File: src/hdl/clock_monitor_pkg.sv
package clock_monitor_pkg;
   localparam logic [7:0] RTC_DIV_OFFSET        = 8'h70;
   localparam logic [7:0] RTC_SELECTED_OFFSET   = 8'h74;
   localparam logic [7:0] RECOVERY_CTRL_OFFSET  = 8'h78;
   localparam logic [7:0] RECOVERY_STATE_OFFSET = 8'h7C;
   localparam logic [7:0] FC_REF_KHZ_OFFSET     = 8'h80;
   localparam logic [7:0] FC_MIN_KHZ_OFFSET     = 8'h84;
   localparam logic [7:0] FC_MAX_KHZ_OFFSET     = 8'h88;
   localparam logic [7:0] FC_DELAY_OFFSET       = 8'h8C;
   localparam logic [7:0] FC_INTERVAL_OFFSET    = 8'h90;
   localparam logic [7:0] FC_SOURCE_OFFSET      = 8'h94;
   localparam logic [7:0] FC_STATUS_OFFSET      = 8'h98;
   localparam logic [7:0] FC_RESULT_OFFSET      = 8'h9C;
   localparam logic [7:0] IRQ_STATUS_OFFSET     = 8'hC0;
   localparam logic [7:0] IRQ_ENABLE_OFFSET     = 8'hC4;
   localparam logic [7:0] IRQ_CLEAR_OFFSET      = 8'hC8;

   localparam int RTC_INT_LSB        = 8;
   localparam int RECOVERY_CLEAR_BIT = 16;
   localparam int RECOVERY_FORCE_BIT = 12;
   localparam int RECOVERY_EN_BIT    = 8;
   localparam int ST_PASS_BIT        = 0;
   localparam int ST_DONE_BIT        = 4;
   localparam int ST_RUNNING_BIT     = 8;
   localparam int ST_WAITING_BIT     = 12;
   localparam int ST_FAIL_BIT        = 16;
   localparam int ST_SLOW_BIT        = 20;
   localparam int ST_FAST_BIT        = 24;
   localparam int ST_DIED_BIT        = 28;
   localparam int IRQ_RECOVERED_BIT  = 0;
   localparam int IRQ_FC_DONE_BIT    = 1;

   localparam logic [23:0] RTC_INT_RESET       = 24'h000001;
   localparam logic [7:0]  RTC_FRACTION_RESET  = 8'h00;
   localparam logic [31:0] RTC_SELECTED_VALUE  = 32'h00000001;
   localparam logic [7:0]  RECOVERY_TIMEOUT_RESET = 8'hFF;
   localparam logic [24:0] FC_MAX_KHZ_RESET    = 25'h1FFFFFF;
   localparam logic [2:0]  FC_DELAY_RESET      = 3'h1;
   localparam logic [3:0]  FC_INTERVAL_RESET   = 4'h8;
   localparam logic [7:0]  FC_SOURCE_MAX       = 8'h0D;
   // zero integer divisor means 2^16
   localparam logic [16:0] RTC_ZERO_DIVISOR    = 17'h10000;
   // kHz * 2^n / 1024 ref cycles per interval; result has 5 fraction bits
   localparam int KHZ_INTERVAL_SHIFT = 10;
   localparam int RESULT_FINE_BITS   = 5;

   typedef enum logic [2:0] {FC_IDLE, FC_SETTLE, FC_WAIT, FC_COUNT, FC_DONE} fc_state_t;
endpackage

File: src/hdl/clock_monitor_rtc_divider.sv
// Design decision made here: the strobed register port.
module clock_monitor_rtc_divider #(
   parameter int NUM_TEST_CLOCKS = 13
) (
   input  wire logic                       clock_in,
   input  wire logic                       sys_rst_in,
   input  wire logic [7:0]                 reg_addr_in,
   input  wire logic [31:0]                reg_wdata_in,
   input  wire logic                       reg_write_in,
   input  wire logic                       reg_read_in,
   input  wire logic [NUM_TEST_CLOCKS-1:0] test_clocks_in,
   input  wire logic                       sysclk_heartbeat_in,
   output logic [31:0]                     reg_rdata_out,
   output logic                            rtc_tick_out,
   output logic                            sysclk_recovery_out,
   output logic                            irq_out
);
   // register file
   logic [23:0] rtc_int_q, rtc_int_d;
   logic [7:0]  divisor_fraction_part_q, divisor_fraction_part_d;
   logic        recovery_clear_q, recovery_clear_d;
   logic        recovery_force_q, recovery_force_d;
   logic        recovery_en_q, recovery_en_d;
   logic [7:0]  recovery_timeout_q, recovery_timeout_d;
   logic [19:0] ref_khz_q, ref_khz_d;
   logic [24:0] min_khz_q, min_khz_d;
   logic [24:0] max_khz_q, max_khz_d;
   logic [2:0]  settle_q, settle_d;
   logic [3:0]  interval_q, interval_d;
   logic [7:0]  source_q, source_d;
   logic [1:0]  irq_status_q, irq_status_d;
   logic [1:0]  irq_enable_q, irq_enable_d;
   logic [31:0] rdata_q, rdata_d;
   logic        irq_q, irq_d;
   logic        start_q, start_d;

   logic [31:0] fc_status;
   logic [29:0] fc_result_q, fc_result_d;
   logic        recovered_flag_q, recovered_flag_d;
   logic        recovered_event;
   logic        fc_done_event;

   always_comb begin
      rtc_int_d               = rtc_int_q;
      divisor_fraction_part_d = divisor_fraction_part_q;
      recovery_clear_d        = recovery_clear_q;
      recovery_force_d        = recovery_force_q;
      recovery_en_d           = recovery_en_q;
      recovery_timeout_d      = recovery_timeout_q;
      ref_khz_d               = ref_khz_q;
      min_khz_d               = min_khz_q;
      max_khz_d               = max_khz_q;
      settle_d                = settle_q;
      interval_d              = interval_q;
      source_d                = source_q;
      irq_enable_d            = irq_enable_q;
      start_d                 = 1'b0;
      irq_status_d            = irq_status_q;
      if (reg_write_in && reg_addr_in == clock_monitor_pkg::IRQ_CLEAR_OFFSET) begin
         irq_status_d = irq_status_q & ~reg_wdata_in[1:0];
      end
      // set wins over clear
      if (recovered_event) begin
         irq_status_d[clock_monitor_pkg::IRQ_RECOVERED_BIT] = 1'b1;
      end
      if (fc_done_event) begin
         irq_status_d[clock_monitor_pkg::IRQ_FC_DONE_BIT] = 1'b1;
      end
      if (reg_write_in) begin
         case (reg_addr_in)
            clock_monitor_pkg::RTC_DIV_OFFSET: begin
               rtc_int_d               = reg_wdata_in[31:8];
               divisor_fraction_part_d = reg_wdata_in[7:0];
            end
            clock_monitor_pkg::RECOVERY_CTRL_OFFSET: begin
               recovery_clear_d   = reg_wdata_in[clock_monitor_pkg::RECOVERY_CLEAR_BIT];
               recovery_force_d   = reg_wdata_in[clock_monitor_pkg::RECOVERY_FORCE_BIT];
               recovery_en_d      = reg_wdata_in[clock_monitor_pkg::RECOVERY_EN_BIT];
               recovery_timeout_d = reg_wdata_in[7:0];
            end
            clock_monitor_pkg::FC_REF_KHZ_OFFSET:  ref_khz_d  = reg_wdata_in[19:0];
            clock_monitor_pkg::FC_MIN_KHZ_OFFSET:  min_khz_d  = reg_wdata_in[24:0];
            clock_monitor_pkg::FC_MAX_KHZ_OFFSET:  max_khz_d  = reg_wdata_in[24:0];
            clock_monitor_pkg::FC_DELAY_OFFSET:    settle_d   = reg_wdata_in[2:0];
            clock_monitor_pkg::FC_INTERVAL_OFFSET: interval_d = reg_wdata_in[3:0];
            clock_monitor_pkg::FC_SOURCE_OFFSET: begin
               source_d = reg_wdata_in[7:0];
               start_d  = 1'b1;
            end
            clock_monitor_pkg::IRQ_ENABLE_OFFSET:  irq_enable_d = reg_wdata_in[1:0];
            default: ;
         endcase
      end
      rdata_d = 32'h00000000;
      if (reg_read_in) begin
         case (reg_addr_in)
            clock_monitor_pkg::RTC_DIV_OFFSET:        rdata_d = {rtc_int_q, divisor_fraction_part_q};
            clock_monitor_pkg::RTC_SELECTED_OFFSET:   rdata_d = clock_monitor_pkg::RTC_SELECTED_VALUE;
            clock_monitor_pkg::RECOVERY_CTRL_OFFSET:  rdata_d = {15'h0000, recovery_clear_q, 3'h0, recovery_force_q,
                                                                 3'h0, recovery_en_q, recovery_timeout_q};
            clock_monitor_pkg::RECOVERY_STATE_OFFSET: rdata_d = {31'h00000000, recovered_flag_q};
            clock_monitor_pkg::FC_REF_KHZ_OFFSET:     rdata_d = {12'h000, ref_khz_q};
            clock_monitor_pkg::FC_MIN_KHZ_OFFSET:     rdata_d = {7'h00, min_khz_q};
            clock_monitor_pkg::FC_MAX_KHZ_OFFSET:     rdata_d = {7'h00, max_khz_q};
            clock_monitor_pkg::FC_DELAY_OFFSET:       rdata_d = {29'h00000000, settle_q};
            clock_monitor_pkg::FC_INTERVAL_OFFSET:    rdata_d = {28'h0000000, interval_q};
            clock_monitor_pkg::FC_SOURCE_OFFSET:      rdata_d = {24'h000000, source_q};
            clock_monitor_pkg::FC_STATUS_OFFSET:      rdata_d = fc_status;
            clock_monitor_pkg::FC_RESULT_OFFSET:      rdata_d = {2'h0, fc_result_q};
            clock_monitor_pkg::IRQ_STATUS_OFFSET:     rdata_d = {30'h00000000, irq_status_q};
            clock_monitor_pkg::IRQ_ENABLE_OFFSET:     rdata_d = {30'h00000000, irq_enable_q};
            default:                                  rdata_d = 32'h00000000;
         endcase
      end
      irq_d = |(irq_status_d & irq_enable_d);
   end
   always_ff @(posedge clock_in) begin
      if (sys_rst_in) begin
         rtc_int_q               <= clock_monitor_pkg::RTC_INT_RESET;
         divisor_fraction_part_q <= clock_monitor_pkg::RTC_FRACTION_RESET;
         recovery_clear_q        <= 1'b0;
         recovery_force_q        <= 1'b0;
         recovery_en_q           <= 1'b0;
         recovery_timeout_q      <= clock_monitor_pkg::RECOVERY_TIMEOUT_RESET;
         ref_khz_q               <= 20'h00000;
         min_khz_q               <= 25'h0000000;
         max_khz_q               <= clock_monitor_pkg::FC_MAX_KHZ_RESET;
         settle_q                <= clock_monitor_pkg::FC_DELAY_RESET;
         interval_q              <= clock_monitor_pkg::FC_INTERVAL_RESET;
         source_q                <= 8'h00;
         irq_status_q            <= 2'h0;
         irq_enable_q            <= 2'h0;
         rdata_q                 <= 32'h00000000;
         irq_q                   <= 1'b0;
         start_q                 <= 1'b0;
      end else begin
         rtc_int_q               <= rtc_int_d;
         divisor_fraction_part_q <= divisor_fraction_part_d;
         recovery_clear_q        <= recovery_clear_d;
         recovery_force_q        <= recovery_force_d;
         recovery_en_q           <= recovery_en_d;
         recovery_timeout_q      <= recovery_timeout_d;
         ref_khz_q               <= ref_khz_d;
         min_khz_q               <= min_khz_d;
         max_khz_q               <= max_khz_d;
         settle_q                <= settle_d;
         interval_q              <= interval_d;
         source_q                <= source_d;
         irq_status_q            <= irq_status_d;
         irq_enable_q            <= irq_enable_d;
         rdata_q                 <= rdata_d;
         irq_q                   <= irq_d;
         start_q                 <= start_d;
      end
   end
   assign reg_rdata_out = rdata_q;
   assign irq_out       = irq_q;

   // rtc fractional divider: period is int cycles, plus one when fraction carries
   logic [23:0] rtc_cnt_q, rtc_cnt_d;
   logic [7:0]  rtc_acc_q, rtc_acc_d;
   logic        rtc_tick_q, rtc_tick_d;
   logic [24:0] rtc_period;
   logic [8:0]  rtc_acc_sum;
   always_comb begin
      rtc_period  = (rtc_int_q == 24'h000000) ? {8'h00, clock_monitor_pkg::RTC_ZERO_DIVISOR}
                                              : {1'b0, rtc_int_q};
      rtc_acc_sum = {1'b0, rtc_acc_q} + {1'b0, divisor_fraction_part_q};
      rtc_cnt_d   = rtc_cnt_q + 24'h000001;
      rtc_acc_d   = rtc_acc_q;
      rtc_tick_d  = 1'b0;
      // divisor compared live every cycle with >=, so a write never stalls the output
      if ({1'b0, rtc_cnt_q} + 25'h0000001 >= rtc_period + {24'h000000, rtc_acc_sum[8]}) begin
         rtc_cnt_d  = 24'h000000;
         rtc_acc_d  = rtc_acc_sum[7:0];
         rtc_tick_d = 1'b1;
      end
   end
   always_ff @(posedge clock_in) begin
      if (sys_rst_in) begin
         rtc_cnt_q  <= 24'h000000;
         rtc_acc_q  <= 8'h00;
         rtc_tick_q <= 1'b0;
      end else begin
         rtc_cnt_q  <= rtc_cnt_d;
         rtc_acc_q  <= rtc_acc_d;
         rtc_tick_q <= rtc_tick_d;
      end
   end
   assign rtc_tick_out = rtc_tick_q;

   // system clock recovery monitor
   logic [1:0] hb_sync_q;
   logic       hb_prev_q;
   logic [7:0] stall_cnt_q, stall_cnt_d;
   logic       hb_edge;
   always_comb begin
      hb_edge          = hb_sync_q[1] ^ hb_prev_q;
      stall_cnt_d      = stall_cnt_q;
      recovered_event  = 1'b0;
      if (!recovery_en_q || hb_edge) begin
         stall_cnt_d = 8'h00;
      end else if (stall_cnt_q != 8'hFF) begin
         stall_cnt_d = stall_cnt_q + 8'h01;
      end
      if (recovery_en_q && !hb_edge && stall_cnt_q >= recovery_timeout_q) begin
         recovered_event = 1'b1;
      end
      if (reg_write_in && reg_addr_in == clock_monitor_pkg::RECOVERY_CTRL_OFFSET &&
          reg_wdata_in[clock_monitor_pkg::RECOVERY_FORCE_BIT]) begin
         recovered_event = 1'b1;
      end
      recovered_flag_d = recovered_flag_q;
      if (reg_write_in && reg_addr_in == clock_monitor_pkg::RECOVERY_CTRL_OFFSET &&
          reg_wdata_in[clock_monitor_pkg::RECOVERY_CLEAR_BIT]) begin
         recovered_flag_d = 1'b0;
      end
      if (recovered_event) begin
         recovered_flag_d = 1'b1;
      end
   end
   always_ff @(posedge clock_in) begin
      if (sys_rst_in) begin
         hb_sync_q        <= 2'h0;
         hb_prev_q        <= 1'b0;
         stall_cnt_q      <= 8'h00;
         recovered_flag_q <= 1'b0;
      end else begin
         hb_sync_q        <= {hb_sync_q[0], sysclk_heartbeat_in};
         hb_prev_q        <= hb_sync_q[1];
         stall_cnt_q      <= stall_cnt_d;
         recovered_flag_q <= recovered_flag_d;
      end
   end
   assign sysclk_recovery_out = recovered_flag_q;

   // test clock synchronisers
   logic [NUM_TEST_CLOCKS-1:0] tc_meta_q;
   logic [NUM_TEST_CLOCKS-1:0] tc_sync_q;

   for (genvar i = 0; i < NUM_TEST_CLOCKS; i++) begin : g_tc_sync
      always_ff @(posedge clock_in) begin
         if (sys_rst_in) begin
            tc_meta_q[i] <= 1'b0;
            tc_sync_q[i] <= 1'b0;
         end else begin
            tc_meta_q[i] <= test_clocks_in[i];
            tc_sync_q[i] <= tc_meta_q[i];
         end
      end
   end

   // frequency counter
   clock_monitor_pkg::fc_state_t fc_state_q, fc_state_d;
   logic        sel_clk_q, sel_clk_d;
   logic        sel_prev_q;
   logic [25:0] ref_cnt_q, ref_cnt_d;
   logic [25:0] edge_cnt_q, edge_cnt_d;
   logic        pass_q, pass_d;
   logic        fail_q, fail_d;
   logic        fast_q, fast_d;
   logic        slow_q, slow_d;
   logic        died_q, died_d;
   logic [25:0] interval_cycles;
   logic [45:0] interval_wide;
   logic [45:0] result_wide;
   logic [24:0] result_khz;
   logic        sel_edge;
   logic        sel_valid;
   always_comb begin
      sel_valid = source_q != 8'h00 && source_q <= clock_monitor_pkg::FC_SOURCE_MAX;
      sel_clk_d = sel_valid ? tc_sync_q[source_q[3:0] - 4'h1] : 1'b0;
      sel_edge        = sel_clk_q && !sel_prev_q;
      interval_wide   = ({26'h0000000, ref_khz_q} << interval_q) >> clock_monitor_pkg::KHZ_INTERVAL_SHIFT;
      interval_cycles = (interval_wide[25:0] == 26'h0000000) ? 26'h0000001 : interval_wide[25:0];
      result_wide     = ({20'h00000, edge_cnt_q} <<
                         (clock_monitor_pkg::KHZ_INTERVAL_SHIFT + clock_monitor_pkg::RESULT_FINE_BITS)) >> interval_q;
      result_khz      = result_wide[29:5];
      fc_state_d      = fc_state_q;
      ref_cnt_d       = ref_cnt_q + 26'h0000001;
      edge_cnt_d      = edge_cnt_q;
      fc_result_d     = fc_result_q;
      pass_d          = pass_q;
      fail_d          = fail_q;
      fast_d          = fast_q;
      slow_d          = slow_q;
      died_d          = died_q;
      fc_done_event   = 1'b0;
      case (fc_state_q)
         clock_monitor_pkg::FC_IDLE, clock_monitor_pkg::FC_DONE: ;
         clock_monitor_pkg::FC_SETTLE: begin
            if (ref_cnt_q >= {23'h000000, settle_q}) begin
               fc_state_d = clock_monitor_pkg::FC_WAIT;
               ref_cnt_d  = 26'h0000000;
            end
         end
         clock_monitor_pkg::FC_WAIT: begin
            if (sel_edge) begin
               fc_state_d = clock_monitor_pkg::FC_COUNT;
               ref_cnt_d  = 26'h0000000;
               edge_cnt_d = 26'h0000000;
            end else if (ref_cnt_q >= interval_cycles) begin
               fc_state_d    = clock_monitor_pkg::FC_DONE;
               died_d        = 1'b1;
               fail_d        = 1'b1;
               slow_d        = 1'b1;
               fc_done_event = 1'b1;
            end
         end
         clock_monitor_pkg::FC_COUNT: begin
            if (sel_edge) begin
               edge_cnt_d = edge_cnt_q + 26'h0000001;
            end
            if (ref_cnt_q + 26'h0000001 >= interval_cycles) begin
               fc_state_d    = clock_monitor_pkg::FC_DONE;
               fc_result_d   = result_wide[29:0];
               fc_done_event = 1'b1;
               died_d        = edge_cnt_q == 26'h0000000;
               slow_d        = result_khz < min_khz_q;
               fast_d        = result_khz > max_khz_q;
               pass_d        = !(result_khz < min_khz_q) && !(result_khz > max_khz_q);
               fail_d        = !pass_d;
            end
         end
         default: fc_state_d = clock_monitor_pkg::FC_IDLE;
      endcase
      if (start_q) begin
         fc_state_d = sel_valid ? clock_monitor_pkg::FC_SETTLE : clock_monitor_pkg::FC_IDLE;
         ref_cnt_d  = 26'h0000000;
         edge_cnt_d = 26'h0000000;
         pass_d     = 1'b0;
         fail_d     = 1'b0;
         fast_d     = 1'b0;
         slow_d     = 1'b0;
         died_d     = 1'b0;
      end
      fc_status = 32'h00000000;
      fc_status[clock_monitor_pkg::ST_PASS_BIT]    = pass_q;
      fc_status[clock_monitor_pkg::ST_DONE_BIT]    = fc_state_q == clock_monitor_pkg::FC_DONE;
      fc_status[clock_monitor_pkg::ST_RUNNING_BIT] = fc_state_q == clock_monitor_pkg::FC_SETTLE ||
                                                     fc_state_q == clock_monitor_pkg::FC_WAIT ||
                                                     fc_state_q == clock_monitor_pkg::FC_COUNT;
      fc_status[clock_monitor_pkg::ST_WAITING_BIT] = fc_state_q == clock_monitor_pkg::FC_WAIT;
      fc_status[clock_monitor_pkg::ST_FAIL_BIT]    = fail_q;
      fc_status[clock_monitor_pkg::ST_SLOW_BIT]    = slow_q;
      fc_status[clock_monitor_pkg::ST_FAST_BIT]    = fast_q;
      fc_status[clock_monitor_pkg::ST_DIED_BIT]    = died_q;
   end
   always_ff @(posedge clock_in) begin
      if (sys_rst_in) begin
         fc_state_q  <= clock_monitor_pkg::FC_IDLE;
         sel_clk_q   <= 1'b0;
         sel_prev_q  <= 1'b0;
         ref_cnt_q   <= 26'h0000000;
         edge_cnt_q  <= 26'h0000000;
         fc_result_q <= 30'h00000000;
         pass_q      <= 1'b0;
         fail_q      <= 1'b0;
         fast_q      <= 1'b0;
         slow_q      <= 1'b0;
         died_q      <= 1'b0;
      end else begin
         fc_state_q  <= fc_state_d;
         sel_clk_q   <= sel_clk_d;
         sel_prev_q  <= sel_clk_q;
         ref_cnt_q   <= ref_cnt_d;
         edge_cnt_q  <= edge_cnt_d;
         fc_result_q <= fc_result_d;
         pass_q      <= pass_d;
         fail_q      <= fail_d;
         fast_q      <= fast_d;
         slow_q      <= slow_d;
         died_q      <= died_d;
      end
   end
endmodule

File: config.mk
export PLATFORM = sky130hd
export DESIGN_NAME = clock_monitor_rtc_divider
export DESIGN_NICKNAME = d
export VERILOG_FILES = /design/src/hdl/clock_monitor_pkg.sv /design/src/hdl/clock_monitor_rtc_divider.sv
export SDC_FILE = /design/constraint.sdc
export NUM_CORES = 1
export LEC_CHECK = 0
export BUFFER_PORTS_ARGS = -buffer_cell sky130_fd_sc_hd__buf_2
export CAP_MARGIN = 20
export CORE_ASPECT_RATIO = 0.75
export CORE_UTILIZATION = 62
export DETAILED_ROUTE_END_ITERATION = 12
export GPL_TIMING_DRIVEN = 1
export PLACE_DENSITY = 0.81
export SYNTH_ARGS = -nofsm -noshare
export SYNTH_HDL_FRONTEND = slang
export SYNTH_SLANG_ARGS = --single-unit
File: constraint.sdc
create_clock -name clock_in -period 5.8 [get_ports clock_in]
set_input_delay 1.16 -clock clock_in [delete_from_list [all_inputs] [get_ports clock_in]]
set_output_delay 1.16 -clock clock_in [all_outputs]
set_load 0.01 [all_outputs]
==> results by group <==
Run status
  • Status: complete, no violations

Clock tree
  • Worst-path clk slew: 0.07 ns
  • TritonCTS buffer count: 31
  • Hold buffer count at cts: 0
  • CTS tree: built
  • Clock sinks: 329
  • Root Buffer: clkbuf_16
  • Postcts setup bufs: 0
  • Post-cts sizing count: 0
  • Number of H-tree levels: 1
  • Clk_lat worst skew: ~0.60 ns
  • Clock tree buffer depth: 3

Place
  • Detail Placement HPWL: 42.3 mm
  • Post-Place Cell Area: about 0.020 mm^2
  • Placed insts: 2682
  • Buffers on Ports: 92
  • GP Congestion: 0.999

Synth
  • Primary FF master, synth: dfxtp_1
  • Area leader, netlist: dfxtp_1
  • Post-synth EDFFs: 0
  • Sequential share of the synthesized area: 0.342
  • Area contributors post-synth: dfxtp_1, ha_1, nand2_1
  • Unique cell type count in the Yosys netlist: 86
  • Avg Cell Area, Syn: 8.40 um^2
  • Syn Inst Count: ~2300
  • Syn nets: 2506
  • Mapped Area: 0.0193 mm^2
  • Asr flop ratio synth: 0
  • Flops & latches, synth: 329
  • Synth top area share: 0.342
  • Yosys Warn Count: 0

Critical path
  • Crit. End Element: flip-flop
  • CP max FO: 10
  • R2R setup slack: 0.36 ns
  • Most used cell, CP: ha_1
  • Top cell family by delay on the critical path: simple AND/OR/NAND/NOR gates
  • Critical path class: flip-flop to flip-flop
  • Worst EP arrival: 5.95 ns
  • Max incr delay on CP: 0.46 ns
  • Crit path max-delay cell type: and3_1
  • Startpoint types: flip-flop
  • WP buf/inv: 1
  • Worst Path Required: 6.31 ns

Timing
  • Fin. max-slew vios: 0
  • Final hold viol count: 0
  • Minimum clock period: 5.44 ns
  • Clk_skew: between 0.02 and 0.025 ns
  • Final period util: 0.938
  • # setup viols final: 0
  • Final hold slack: 0.436 ns
  • RSZ-0062 raised after global routing: false
  • Max-Slew Margin vs Limit: 0.262
  • F_max: 0.184 GHz
  • Slew @ Worst Pin: approximately 1.1 ns
  • Sum Neg Setup Slack: 0 ns

Power and ir drop
  • Leakage: 8.52 nW
  • PwrDens: about 220 mW/mm^2
  • Maximum vdd drop: 0.220 mV

Detailed routing
  • Final WL: 57.9 mm
  • Drt wl/cell: 21.1 um
  • Final ANT Viol Nets: 0
  • Drt drc: 0
  • Vias per cell: approximately 6.5
  • 1st-pass router iterations: 7
  • Via count: between 15000 and 20000
  • Iter 0 DRT Violations: 2330

Global route
  • Total Routing Usage GR: 0.358
  • Pin count of the biggest net entering global routing: 111
  • Grt total ovfl: 0
  • Vias in the first global route: 16300
  • First-pass GRT wire length: 90.0 mm
  • Initial antenna violation count: 0

Final layout
  • Post-Layout Cell Count: 2741
  • Share of layout cells above drive strength 1: 0.111
  • Final Cell Area: 0.0210 mm^2
  • Area Growth Syn to Fin: 8.87%
  • Commonest non-fill, non-tap cell in the layout: nand2_1
  • Commonest cells after routing, fill and taps aside: nand2_1, dfxtp_1, a21oi_1
  • N_diodes: 0
  • Layout Nets: 2529

Min path
  • HP Class: flip-flop to flip-flop

Floorplan
  • Die area: 0.0318 mm^2
  • Die width: 206 um
  • Row cnt: 55
  • Io pins: between 90 and 100
  • Die height: 155 um
  • Core area: 0.0303 mm^2
  • Initial core utilization: 0.635

Flow run
  • Maxcap violations: 0
logic make-up after synthesis:
group,Yosys count,share of synthesized area
and+or+nand+nor,874,0.216
muxes,119,0.0825
DFF,329,0.342
adders and majority gates,154,0.100
xor gates and xnor gates,96,0.0440
buffers and inverters,235,0.0501
AOI/OAI and AO/OA,487,0.165
worst paths after layout:
path / endpoint / from / depth (start not counted)
setup / recovery: rtc_acc_q[6] / divisor_fraction_part_q[0] / 26
hold / removal: tc_sync_q[10] / tc_meta_q[10] / 1
setup reg to reg: rtc_acc_q[6] / divisor_fraction_part_q[0] / 26
hold reg to reg: tc_sync_q[10] / tc_meta_q[10] / 1
cell usage after synthesis, types with 5 or more instances:
library cell / n
a222oi_1: 12
a211oi_1: 12
nand2b_1: 9
and3_1: 35
mux2_2: 15
a22oi_1: 56
xor2_1: 50
a22o_1: 6
mux2i_1: 74
a31o_2: 7
nor2b_1: 97
dfxtp_1: 329
or3_1: 9
xnor2_1: 45
a21o_1: 28
a21oi_1: 174
nor3_1: 24
and2_1: 8
a221oi_1: 8
buf_4: 7
o211ai_1: 43
nor4_1: 19
buf_2: 25
or2_2: 6
and4_1: 9
inv_1: 100
mux4_2: 29
nor3b_1: 5
nand3_1: 83
a31oi_1: 28
o221ai_1: 5
ha_1: 153
nor2_1: 144
o21ai_0: 53
nand4_1: 41
clkbuf_1: 93
nand2_1: 364
routing by layer:
layer	vias to the layer above	part of all wire	wire length, um	GRT usage
met4	0	0.036	2060	0.126
met1	8374	0.43	25100	0.523
li1	8230	-	-	-
met3	159	0.12	6700	0.0742
met2	997	0.42	24100	0.519
met5	-	0	0	0
sequential cells by signal, summed over array words and instances (netlist names), 2 cells and up:
register                 flops
ref_khz_q                   20
tc_meta_q                   13
interval_q                   4
irq_enable_q                 2
fc_result_q                 30
divisor_fraction_part_q      8
min_khz_q                   25
fc_state_q                   3
hb_sync_q                    2
recovery_timeout_q           8
source_q                     8
ref_cnt_q                   26
reg_rdata_out               32
irq_status_q                 2
settle_q                     3
max_khz_q                   25
rtc_acc_q                    8
stall_cnt_q                  8
tc_sync_q                   13
rtc_int_q                   24
rtc_cnt_q                   24
edge_cnt_q                  26
final cells by class:
| type | count | area (um^2) |
|---|---|---|
| Inverter | 103 | 387 |
| Fill cell | 2403 | 9380 |
| Clock buffer | 41 | 873 |
| Tap cell | 399 | 499 |
| Sequential cell | 329 | 6590 |
| Multi-Input combinational cell | 1730 | 11700 |
| Timing Repair Buffer | 122 | 696 |
| Clock inverter | 17 | 176 |
metrics by stage:
stage / worst slack (ns) / total power [mW] / util
2_1_floorplan: 0.835 / 2.42 / -
3_3_place_gp: 0.580 / 2.49 / 0.656
3_5_place_dp: 0.439 / 2.50 / 0.656
4_1_cts: 0.370 / 4.58 / 0.691
5_1_grt: 0.00704 / 4.69 / 0.691
6_report: 0.360 / 4.58 / 0.691
where the power goes:
group          switching (mW)  internal, mW
logic                   0.119        0.0540
registers             0.00927          2.27
clock network           0.933          1.19
(Power assumes the default switching activity.)
